$ cat config.mk
export PLATFORM = sky130hd
export DESIGN_NAME = audio_serial_controller
export DESIGN_NICKNAME = d
export VERILOG_FILES = /design/src/audio_link_pkg.sv /design/src/sample_fifo.sv /design/src/audio_serial_controller.sv
export SDC_FILE = /design/constraint.sdc
export NUM_CORES = 2
export LEC_CHECK = 0
export BUFFER_PORTS_ARGS = -buffer_cell sky130_fd_sc_hd__buf_2
export CAP_MARGIN = 10
export CELL_PAD_IN_SITES_DETAIL_PLACEMENT = 0
export CELL_PAD_IN_SITES_GLOBAL_PLACEMENT = 2
export CORE_MARGIN = 5
export CORE_UTILIZATION = 53
export CTS_BUF_LIST = sky130_fd_sc_hd__clkbuf_8
export CTS_CLUSTER_DIAMETER = 40
export DETAILED_ROUTE_END_ITERATION = 10
export HOLD_SLACK_MARGIN = 0.1
export PLACE_DENSITY_LB_ADDON = 0.1
export SLEW_MARGIN = 20
export SYNTH_ARGS = -nofsm -noshare
export SYNTH_HDL_FRONTEND = slang
export SYNTH_HIERARCHICAL = 1
export SYNTH_SLANG_ARGS = --single-unit
$ cat constraint.sdc
create_clock -name core_clk -period 8.85 [get_ports core_clk]
set_clock_uncertainty 0.1 [all_clocks]
set_input_delay 2.2125 -clock core_clk [delete_from_list [all_inputs] [get_ports core_clk]]
set_output_delay 2.2125 -clock core_clk [all_outputs]
set_load 0.005 [all_outputs]
$ cat src/audio_link_pkg.sv
package audio_link_pkg;

   ////////////////////////////////////////////////////////////////////////////////
   // register byte addresses
   localparam logic [31:0] ADDR_CONFIG        = 32'h1002_0000;
   localparam logic [31:0] ADDR_COMMON_CTRL   = 32'h1002_0004;
   localparam logic [31:0] ADDR_ACLINK_CTRL1  = 32'h1002_0008;
   localparam logic [31:0] ADDR_ACLINK_CTRL2  = 32'h1002_000C;
   localparam logic [31:0] ADDR_SERIAL_CTRL   = 32'h1002_0010;
   localparam logic [31:0] ADDR_FIFO_STATUS   = 32'h1002_0014;
   localparam logic [31:0] ADDR_ACLINK_STAT   = 32'h1002_0018;
   localparam logic [31:0] ADDR_SERIAL_STAT   = 32'h1002_001C;
   localparam logic [31:0] ADDR_CMD_ADDRESS   = 32'h1002_0020;
   localparam logic [31:0] ADDR_CMD_DATA      = 32'h1002_0024;
   localparam logic [31:0] ADDR_STAT_ADDRESS  = 32'h1002_0028;
   localparam logic [31:0] ADDR_STAT_DATA     = 32'h1002_002C;
   localparam logic [31:0] ADDR_BCLK_DIVIDER  = 32'h1002_0030;
   localparam logic [31:0] ADDR_FIFO_DATA     = 32'h1002_0034;
   localparam logic [31:0] ADDR_EMB_CLK_CFG   = 32'h1002_00A0;
   localparam logic [31:0] ADDR_EMB_REG_WRITE = 32'h1002_00A4;
   localparam logic [31:0] ADDR_EMB_REG_READ  = 32'h1002_00A8;

   // plain read/write storage registers, one entry each
   localparam int          GP_N = 10;
   localparam logic [31:0] GP_ADDR [GP_N] = '{ADDR_COMMON_CTRL, ADDR_ACLINK_CTRL1, ADDR_ACLINK_CTRL2,
                                              ADDR_SERIAL_CTRL, ADDR_ACLINK_STAT, ADDR_SERIAL_STAT,
                                              ADDR_CMD_ADDRESS, ADDR_CMD_DATA, ADDR_EMB_CLK_CFG,
                                              ADDR_EMB_REG_WRITE};
   localparam int          GP_CMD_ADDR = 6;
   localparam int          GP_CMD_DATA = 7;

   ////////////////////////////////////////////////////////////////////////////////
   // configuration register fields
   localparam int CFG_RX_TH_LSB  = 12;
   localparam int CFG_TX_TH_LSB  = 8;
   localparam int CFG_UFLOW_BIT  = 6;
   localparam int CFG_INTERNAL_CODEC_SELECT_BIT   = 5;
   localparam int CFG_FMT_BIT    = 4;
   localparam int CFG_SRST_BIT   = 3;
   localparam int CFG_BIT_CLOCK_DIRECTION_BIT   = 2;
   localparam int CFG_FRAME_SYNC_DIRECTION_BIT  = 1;
   localparam int CFG_EN_BIT     = 0;

   localparam logic [31:0] CONFIG_RST      = 32'h0000_7800;
   localparam logic [31:0] FIFO_STATUS_RST = 32'h0000_0008;
   localparam logic [31:0] BCLK_DIV_RST    = 32'h0000_0003;

   // fifo status fields
   localparam int STAT_RX_LVL_LSB = 24;
   localparam int STAT_TX_LVL_LSB = 8;
   localparam int STAT_RX_FLAG    = 4;
   localparam int STAT_TX_FLAG    = 3;
   localparam int STAT_TX_UFLOW   = 2;
   localparam int STAT_RX_OFLOW   = 1;

   ////////////////////////////////////////////////////////////////////////////////
   // fifo and frame geometry
   localparam int SAMPLE_W   = 24;
   localparam int FIFO_DEPTH = 32;
   localparam int LEVEL_W    = 6;
   localparam int FRAME_BITS = 64;

   typedef struct packed {
      logic [3:0] rx_threshold;
      logic [3:0] tx_threshold;
      logic       underflow_policy;
      logic       internal_codec_select;
      logic       link_format_select;
      logic       bit_clock_direction;
      logic       frame_sync_direction;
      logic       controller_enable;
   } cfg_t;

   typedef struct packed {
      logic               valid;
      logic [SAMPLE_W-1:0] data;
   } sample_t;

endpackage

$ cat src/sample_fifo.sv
module sample_fifo
   import audio_link_pkg::*;
(
   // clock and reset
   input  wire logic                core_clk,
   input  wire logic                srst,
   // fill side
   input  wire logic                push,
   input  wire logic [SAMPLE_W-1:0] push_data,
   output logic                     full,
   // drain side
   input  wire logic                pop,
   output logic [SAMPLE_W-1:0]      head,
   output logic                     empty,
   output logic [LEVEL_W-1:0]       level
);

   logic [SAMPLE_W-1:0]  mem [FIFO_DEPTH];
   logic [LEVEL_W-2:0]   wr_ptr_r;
   logic [LEVEL_W-2:0]   rd_ptr_r;
   logic [LEVEL_W-1:0]   level_r;
   logic                 do_push;
   logic                 do_pop;

   // refused pushes and pops are simply dropped
   assign do_push = push && (level_r != LEVEL_W'(FIFO_DEPTH));
   assign do_pop  = pop && (level_r != '0);
   assign full    = (level_r == LEVEL_W'(FIFO_DEPTH));
   assign empty   = (level_r == '0);
   assign level   = level_r;
   assign head    = mem[rd_ptr_r];

   // storage, not reset: level gates every pop, but head is not gated
   always_ff @(posedge core_clk) begin
      if (do_push) begin
         mem[wr_ptr_r] <= push_data;
      end
   end

   // pointers and level
   always_ff @(posedge core_clk) begin
      if (srst) begin
         wr_ptr_r <= '0;
         rd_ptr_r <= '0;
         level_r  <= '0;
      end else begin
         if (do_push) begin
            wr_ptr_r <= wr_ptr_r + 1'b1;
         end
         if (do_pop) begin
            rd_ptr_r <= rd_ptr_r + 1'b1;
         end
         level_r <= level_r + LEVEL_W'(do_push) - LEVEL_W'(do_pop);
      end
   end

endmodule

$ cat src/audio_serial_controller.sv
module audio_serial_controller
   import audio_link_pkg::*;
(
   // clock and reset
   input  wire logic        core_clk,
   input  wire logic        rst_n,
   // memory-mapped register port
   input  wire logic [31:0] reg_addr,
   input  wire logic        reg_wr,
   input  wire logic        reg_rd,
   input  wire logic [31:0] reg_wdata,
   output logic [31:0]      reg_rdata,
   output logic             reg_rvalid,
   // serial link pins
   input  wire logic        bit_clk_in,
   output logic             bit_clk_out,
   output logic             bit_clk_oe_n,
   input  wire logic        sync_in,
   output logic             sync_out,
   output logic             sync_oe_n,
   input  wire logic        sdata_in,
   output logic             sdata_out,
   // codec routing
   output logic             internal_codec_sel
);

   ////////////////////////////////////////////////////////////////////////////////
   // register decode

   cfg_t                cfg_r;
   logic [31:0]         bit_clock_divider_r;
   logic [31:0]         gp_r [GP_N];
   logic [31:0]         codec_stat_address_r;
   logic [31:0]         codec_stat_data_r;
   logic                tx_uflow_r;
   logic                rx_oflow_r;
   logic                cmd_pending_r;
   logic                cfg_wr;
   logic                soft_rst;
   logic                srst;
   logic                data_wr;
   logic                data_rd;
   logic [31:0]         rdata_nxt;

   assign cfg_wr   = reg_wr && (reg_addr == ADDR_CONFIG);
   assign soft_rst = cfg_wr && reg_wdata[CFG_SRST_BIT];
   assign srst     = !rst_n || soft_rst;
   assign data_wr  = reg_wr && (reg_addr == ADDR_FIFO_DATA);
   assign data_rd  = reg_rd && (reg_addr == ADDR_FIFO_DATA);

   // configuration: survives soft reset, reserved bits never stored
   always_ff @(posedge core_clk) begin
      if (!rst_n) begin
         cfg_r <= cfg_t'({CONFIG_RST[15:8], CONFIG_RST[6:4], CONFIG_RST[2:0]});
      end else if (cfg_wr) begin
         cfg_r <= cfg_t'({reg_wdata[15:8], reg_wdata[6:4], reg_wdata[2:0]});
      end
   end

   // divider register survives soft reset as well
   always_ff @(posedge core_clk) begin
      if (!rst_n) begin
         bit_clock_divider_r <= BCLK_DIV_RST;
      end else if (reg_wr && (reg_addr == ADDR_BCLK_DIVIDER)) begin
         bit_clock_divider_r <= reg_wdata;
      end
   end

   // plain storage registers, one per entry
   for (genvar g = 0; g < GP_N; g++) begin : gen_gp
      always_ff @(posedge core_clk) begin
         if (srst) begin
            gp_r[g] <= '0;
         end else if (reg_wr && (reg_addr == GP_ADDR[g])) begin
            gp_r[g] <= reg_wdata;
         end
      end
   end

   ////////////////////////////////////////////////////////////////////////////////
   // fifos

   logic                tx_full;
   logic                tx_empty;
   logic [SAMPLE_W-1:0] tx_head;
   logic [LEVEL_W-1:0]  tx_level;
   logic                tx_pop;
   logic                rx_full;
   logic                rx_empty;
   logic [SAMPLE_W-1:0] rx_head;
   logic [LEVEL_W-1:0]  rx_level;
   sample_t             rx_word;
   logic                tx_service_flag;
   logic                rx_service_flag;

   sample_fifo u_tx_fifo (
      .core_clk  (core_clk),
      .srst      (srst),
      .push      (data_wr),
      .push_data (reg_wdata[SAMPLE_W-1:0]),
      .full      (tx_full),
      .pop       (tx_pop),
      .head      (tx_head),
      .empty     (tx_empty),
      .level     (tx_level)
   );

   sample_fifo u_rx_fifo (
      .core_clk  (core_clk),
      .srst      (srst),
      .push      (rx_word.valid),
      .push_data (rx_word.data),
      .full      (rx_full),
      .pop       (data_rd),
      .head      (rx_head),
      .empty     (rx_empty),
      .level     (rx_level)
   );

   // flags follow the live level, no latching
   assign tx_service_flag = tx_level <= {1'b0, cfg_r.tx_threshold, 1'b0};
   assign rx_service_flag = rx_level >= ({1'b0, cfg_r.rx_threshold, 1'b0} + 6'h02);

   ////////////////////////////////////////////////////////////////////////////////
   // bit clock source and edges

   logic        fmt_i2s;
   logic        bclk_gen;
   logic        sync_drv;
   logic        en;
   logic [31:0] div_cnt_r;
   logic        gen_bclk_r;
   logic        div_tc;
   logic        bclk_in_q_r;
   logic        bit_rise;
   logic        bit_fall;

   assign fmt_i2s  = cfg_r.link_format_select;
   assign bclk_gen = fmt_i2s && cfg_r.bit_clock_direction;
   assign sync_drv = !fmt_i2s || cfg_r.frame_sync_direction;
   assign en       = cfg_r.controller_enable;
   assign div_tc   = (div_cnt_r >= bit_clock_divider_r);

   // each half period of the generated clock lasts divider+1 core cycles
   always_ff @(posedge core_clk) begin
      if (srst || !en || !bclk_gen) begin
         div_cnt_r  <= '0;
         gen_bclk_r <= 1'b0;
      end else if (div_tc) begin
         div_cnt_r  <= '0;
         gen_bclk_r <= !gen_bclk_r;
      end else begin
         div_cnt_r  <= div_cnt_r + 32'h0000_0001;
      end
   end

   // received clock is sampled like any other synchronous input
   always_ff @(posedge core_clk) begin
      if (!rst_n) begin
         bclk_in_q_r <= 1'b0;
      end else begin
         bclk_in_q_r <= bit_clk_in;
      end
   end

   always_comb begin
      if (bclk_gen) begin
         bit_rise = en && div_tc && !gen_bclk_r;
         bit_fall = en && div_tc && gen_bclk_r;
      end else begin
         bit_rise = en && bit_clk_in && !bclk_in_q_r;
         bit_fall = en && !bit_clk_in && bclk_in_q_r;
      end
   end

   ////////////////////////////////////////////////////////////////////////////////
   // frame counter and transmit serializer

   logic [5:0]          bit_cnt_r;
   logic [5:0]          cnt_nxt;
   logic                sync_prev_r;
   logic                tx_load;
   logic [SAMPLE_W-1:0] tx_shift_r;
   logic [SAMPLE_W-1:0] last_sample_r;
   logic [SAMPLE_W-1:0] tx_sample;
   logic                slot_cmd;

   // an incoming frame sync edge realigns the channel boundary
   always_comb begin
      if (!sync_drv && (sync_in != sync_prev_r)) begin
         cnt_nxt = {sync_in, 5'h00};
      end else begin
         cnt_nxt = bit_cnt_r + 6'h01;
      end
   end

   assign tx_load  = bit_fall && (cnt_nxt[4:0] == 5'h00);
   assign slot_cmd = cmd_pending_r && !fmt_i2s;
   assign tx_pop   = tx_load && !slot_cmd && !tx_empty;

   // command slots replace audio for one frame; empty fifo obeys policy
   always_comb begin
      if (slot_cmd) begin
         tx_sample = cnt_nxt[5] ? gp_r[GP_CMD_DATA][SAMPLE_W-1:0] : gp_r[GP_CMD_ADDR][SAMPLE_W-1:0];
      end else if (!tx_empty) begin
         tx_sample = tx_head;
      end else if (cfg_r.underflow_policy) begin
         tx_sample = last_sample_r;
      end else begin
         tx_sample = '0;
      end
   end

   always_ff @(posedge core_clk) begin
      if (srst || !en) begin
         bit_cnt_r   <= '0;
         sync_prev_r <= 1'b0;
      end else if (bit_fall) begin
         bit_cnt_r   <= cnt_nxt;
         sync_prev_r <= sync_in;
      end
   end

   // shifter: msb first, zero pad after the sample width
   always_ff @(posedge core_clk) begin
      if (srst || !en) begin
         tx_shift_r <= '0;
      end else if (tx_load) begin
         tx_shift_r <= tx_sample;
      end else if (bit_fall) begin
         tx_shift_r <= {tx_shift_r[SAMPLE_W-2:0], 1'b0};
      end
   end

   // the last real sample is what a repeat policy plays again
   always_ff @(posedge core_clk) begin
      if (srst) begin
         last_sample_r <= '0;
      end else if (tx_pop) begin
         last_sample_r <= tx_head;
      end
   end

   // a command data write arms one command frame
   always_ff @(posedge core_clk) begin
      if (srst) begin
         cmd_pending_r <= 1'b0;
      end else if (reg_wr && (reg_addr == GP_ADDR[GP_CMD_DATA])) begin
         cmd_pending_r <= 1'b1;
      end else if (tx_load && cnt_nxt[5] && slot_cmd) begin
         cmd_pending_r <= 1'b0;
      end
   end

   ////////////////////////////////////////////////////////////////////////////////
   // receive deserializer

   logic [SAMPLE_W-1:0] rx_shift_r;
   logic                rx_done;
   logic [SAMPLE_W-1:0] rx_full_word;

   assign rx_done      = bit_rise && (bit_cnt_r[4:0] == 5'(SAMPLE_W - 1));
   assign rx_full_word = {rx_shift_r[SAMPLE_W-2:0], sdata_in};
   assign rx_word      = '{valid: rx_done && fmt_i2s, data: rx_full_word};

   always_ff @(posedge core_clk) begin
      if (srst || !en) begin
         rx_shift_r <= '0;
      end else if (bit_rise) begin
         rx_shift_r <= rx_full_word;
      end
   end

   // on the AC-link, received slots carry codec register replies
   always_ff @(posedge core_clk) begin
      if (srst) begin
         codec_stat_address_r <= '0;
         codec_stat_data_r    <= '0;
      end else if (rx_done && !fmt_i2s) begin
         if (bit_cnt_r[5]) begin
            codec_stat_data_r    <= 32'(rx_full_word);
         end else begin
            codec_stat_address_r <= 32'(rx_full_word);
         end
      end
   end

   // sticky errors: hardware set wins over a software clear
   always_ff @(posedge core_clk) begin
      if (srst) begin
         tx_uflow_r <= FIFO_STATUS_RST[STAT_TX_UFLOW];
         rx_oflow_r <= FIFO_STATUS_RST[STAT_RX_OFLOW];
      end else begin
         if (tx_load && !slot_cmd && tx_empty) begin
            tx_uflow_r <= 1'b1;
         end else if (reg_wr && (reg_addr == ADDR_FIFO_STATUS) && !reg_wdata[STAT_TX_UFLOW]) begin
            tx_uflow_r <= 1'b0;
         end
         if (rx_word.valid && rx_full) begin
            rx_oflow_r <= 1'b1;
         end else if (reg_wr && (reg_addr == ADDR_FIFO_STATUS) && !reg_wdata[STAT_RX_OFLOW]) begin
            rx_oflow_r <= 1'b0;
         end
      end
   end

   ////////////////////////////////////////////////////////////////////////////////
   // read mux and pins

   always_comb begin
      rdata_nxt = '0;
      case (reg_addr)
         ADDR_CONFIG: begin
            rdata_nxt[15:8] = {cfg_r.rx_threshold, cfg_r.tx_threshold};
            rdata_nxt[6:4]  = {cfg_r.underflow_policy, cfg_r.internal_codec_select, fmt_i2s};
            rdata_nxt[2:0]  = {cfg_r.bit_clock_direction, cfg_r.frame_sync_direction, en};
         end
         ADDR_FIFO_STATUS: begin
            rdata_nxt[STAT_RX_LVL_LSB +: LEVEL_W] = rx_level;
            rdata_nxt[STAT_TX_LVL_LSB +: LEVEL_W] = tx_level;
            rdata_nxt[STAT_RX_FLAG]               = rx_service_flag;
            rdata_nxt[STAT_TX_FLAG]               = tx_service_flag;
            rdata_nxt[STAT_TX_UFLOW]              = tx_uflow_r;
            rdata_nxt[STAT_RX_OFLOW]              = rx_oflow_r;
         end
         ADDR_STAT_ADDRESS: rdata_nxt = codec_stat_address_r;
         ADDR_STAT_DATA:    rdata_nxt = codec_stat_data_r;
         ADDR_BCLK_DIVIDER: rdata_nxt = bit_clock_divider_r;
         ADDR_FIFO_DATA:    rdata_nxt = 32'(rx_head);
         default: begin
            for (int i = 0; i < GP_N; i++) begin
               if (reg_addr == GP_ADDR[i]) begin
                  rdata_nxt = gp_r[i];
               end
            end
         end
      endcase
   end

   // read answer one cycle after the request
   always_ff @(posedge core_clk) begin
      if (!rst_n) begin
         reg_rdata  <= '0;
         reg_rvalid <= 1'b0;
      end else begin
         reg_rdata  <= reg_rd ? rdata_nxt : 32'h0000_0000;
         reg_rvalid <= reg_rd;
      end
   end

   // directions follow format and direction bits even when disabled; driven pins idle low
   always_ff @(posedge core_clk) begin
      if (!rst_n) begin
         bit_clk_oe_n       <= 1'b1;
         sync_oe_n          <= 1'b1;
         bit_clk_out        <= 1'b0;
         sync_out           <= 1'b0;
         sdata_out          <= 1'b0;
         internal_codec_sel <= 1'b0;
      end else begin
         bit_clk_oe_n       <= !bclk_gen;
         sync_oe_n          <= !sync_drv;
         bit_clk_out        <= en && bclk_gen && gen_bclk_r;
         sync_out           <= en && sync_drv && bit_cnt_r[5];
         sdata_out          <= en && tx_shift_r[SAMPLE_W-1];
         internal_codec_sel <= cfg_r.internal_codec_select;
      end
   end
endmodule

==> results_dict.tcl <==
set metrics [dict create \
    status "complete, no violations" \
    clk_latency_ps 1080 \
    hold_ws_ps 331 \
    cap_violations 0 \
    grt_usage_pct 27.8 \
    crit_required_ps 9480 \
    synth_nets 5807 \
    nets 6087 \
    ys_warn_count 6 \
    clockRootBuffer "clkbuf_8" \
    gp_congestion 0.852 \
    cts_tree "built" \
    cp.arrival_ps 6220 \
    p_sw_w 0.00424 \
    drt.antenna.violating_nets 0 \
    finalSetupViolations 0 \
    hold_class "reg -> reg" \
    max_freq_mhz 179 \
    netlist_area_sq_um 87300 \
    area_growth_pct 12.3 \
    grt_pass1_vias 50800 \
    power_density_nw_per_um2 206 \
    numPortBuffers 109 \
    intPower_w 0.0159 \
    power.clock.fraction_pct 43.9 \
    tightestPinTransition_ps 1180 \
    dpl-instance-area_sq_um 90700 \
    rsz0062_at_grt "no" \
    rows 149 \
    via_count 52100 \
    worst-path-max-fanout 50 \
    fin_tns_setup_ps 0 \
    cts_buffers 373 \
    power_leakage_nw 33.2 \
    dr_wl_met2_um 115000 \
    finalCritPeriodShare_pct 63.2 \
    top_layer "met5" \
    gr-total-overflow 0 \
    crit_start "reg_addr[2]" \
    path_clk_slew_ps 60 \
    cts_max_level 5 \
    swShare_pct 21.0 \
    wl_met1_um 103000 \
    drc 0 \
    start_util_pct 53.1 \
    ctsLongestPathBuffers 4 \
    die_h_um 416 \
    first_iter_violations 5696 \
    die_area_sq_um 173000 \
    synthCells 5662 \
    peakVddDrop_mv 0.149 \
    cp-start-kind "input pin" \
    die_w_um 416 \
    coreArea_sq_um 164000 \
    slew_viol_final 0 \
    reg2reg_from "bit_clock_divider_r[31]" \
    drtPass1Iterations 6 \
    grt_max_degree 124 \
    post_cts_resized 0 \
    design_area_sq_um 98100 \
    dpl.hpwl_um 147000 \
    routed_wirelength_um 245000 \
    num_io_pins 110 \
    worstSetupPathType "in -> reg" \
    wl_met3_um 17700 \
    holdBufCountCts 0 \
    grt_antenna_before_repair 7 \
    viasPerCell 6.19 \
    end_kind "flop" \
    wl_per_cell_um 29.1 \
    drive_gt1_share_pct 18.1 \
    postCtsSetupBuffers 0 \
    hold_violations 0 \
    maxSlewHeadroom_pct 21.1 \
    min_period_ps 5590 \
    synthesis.area_per_instance_sq_um 15.4 \
    power_frac_comb_pct 1.5 \
    final_util_pct 59.6 \
    hp-start "rx_shift_r[1]" \
    pwr-share-seq_pct 54.7 \
    grt_pass1_wl_um 354000 \
    cts.sinks 2146 \
]
layout make-up:
class / count / area [sq um]
Fill cell: 12700 / 66400
Multi-Input combinational cell: 3023 / 24100
Antenna cell: 6 / 15.0
Inverter: 100 / 377
Sequential cell: 2146 / 61600
Clock inverter: 264 / 1800
Tap cell: 2189 / 2740
Clock buffer: 393 / 5410
Timing Repair Buffer: 298 / 2090
final timing paths:
| kind | end | slack, ps | cells past startpoint |
|---|---|---|---|
| setup / recovery | gp_r[8][16] | 3260 | 9 |
| hold / removal | rx_shift_r[2] | 330 | 2 |
| setup reg to reg | u_rx_fifo/mem[30][10] | 3690 | 14 |
| hold reg to reg | rx_shift_r[2] | 330 | 2 |
registers in the layout (all words and copies together) (netlist names), 6 cells and up, named ones only:
name,cells
u_rx_fifo/mem,768
u_tx_fifo/mem,768
gp_r,320
bit_clock_divider_r,32
div_cnt_r,32
reg_rdata,32
codec_stat_address_r,24
codec_stat_data_r,24
last_sample_r,24
tx_shift_r,24
rx_shift_r,23
cfg_r,12
bit_cnt_r,6
u_rx_fifo/level,6
u_tx_fifo/level,6
power groups by stage:
| stage | registers (W) | clock network [W] | logic (W) |
|---|---|---|---|
| 6_report | 0.0110 | 0.00885 | 0.000293 |
| 5_1_grt | 0.0110 | 0.00954 | 0.000307 |
| 4_1_cts | 0.0110 | 0.00901 | 0.000288 |
| 3_5_place_dp | 0.0112 | 0 | 0.000288 |
| 3_3_place_gp | 0.0112 | 0 | 0.000281 |
| 2_1_floorplan | 0.0112 | 0 | 0.0000975 |
worst max-delay path, cell delays in order:
cell and delay, ps:
buf_2 570, nor2_1 110, nand2_2 660, nor4_4 30, buf_4 250, a31oi_4 760
buf_4 580, nand2_1 560, buf_4 420
placed cells by master, fill, tap and decap left out, types with 68 or more instances in the layout:
master and n:
edfxtp_1 1856, mux2i_1 424, clkbuf_8 393, nand2_1 358, a22oi_1 353, and2_1 327
dfxtp_1 279, a21oi_1 224, inv_1 217, mux4_2 192, buf_4 185, nand3_1 168
buf_2 105, nor2_1 85, o21ai_0 82, ha_1 72, clkinv_1 68
stage by stage:
step	total power, W	std cells	setup slack [ps]
after floorplan	0.0113	5662	2260
after global placement	0.0115	7751	2350
after detailed placement	0.0115	7753	2280
after CTS	0.0203	8410	3370
after global routing	0.0209	8414	3020
final	0.0202	8419	3260
metal layers:
| layer | up-vias | global-route usage (%) |
|---|---|---|
| met4 | 2 | 10.1 |
| met3 | 427 | 4.86 |
| met1 | 26800 | 39.3 |
| li1 | 22700 | - |
| met5 | - | 0 |
| met2 | 2181 | 43.8 |
Note: power is estimated with default switching activity, not from simulation.
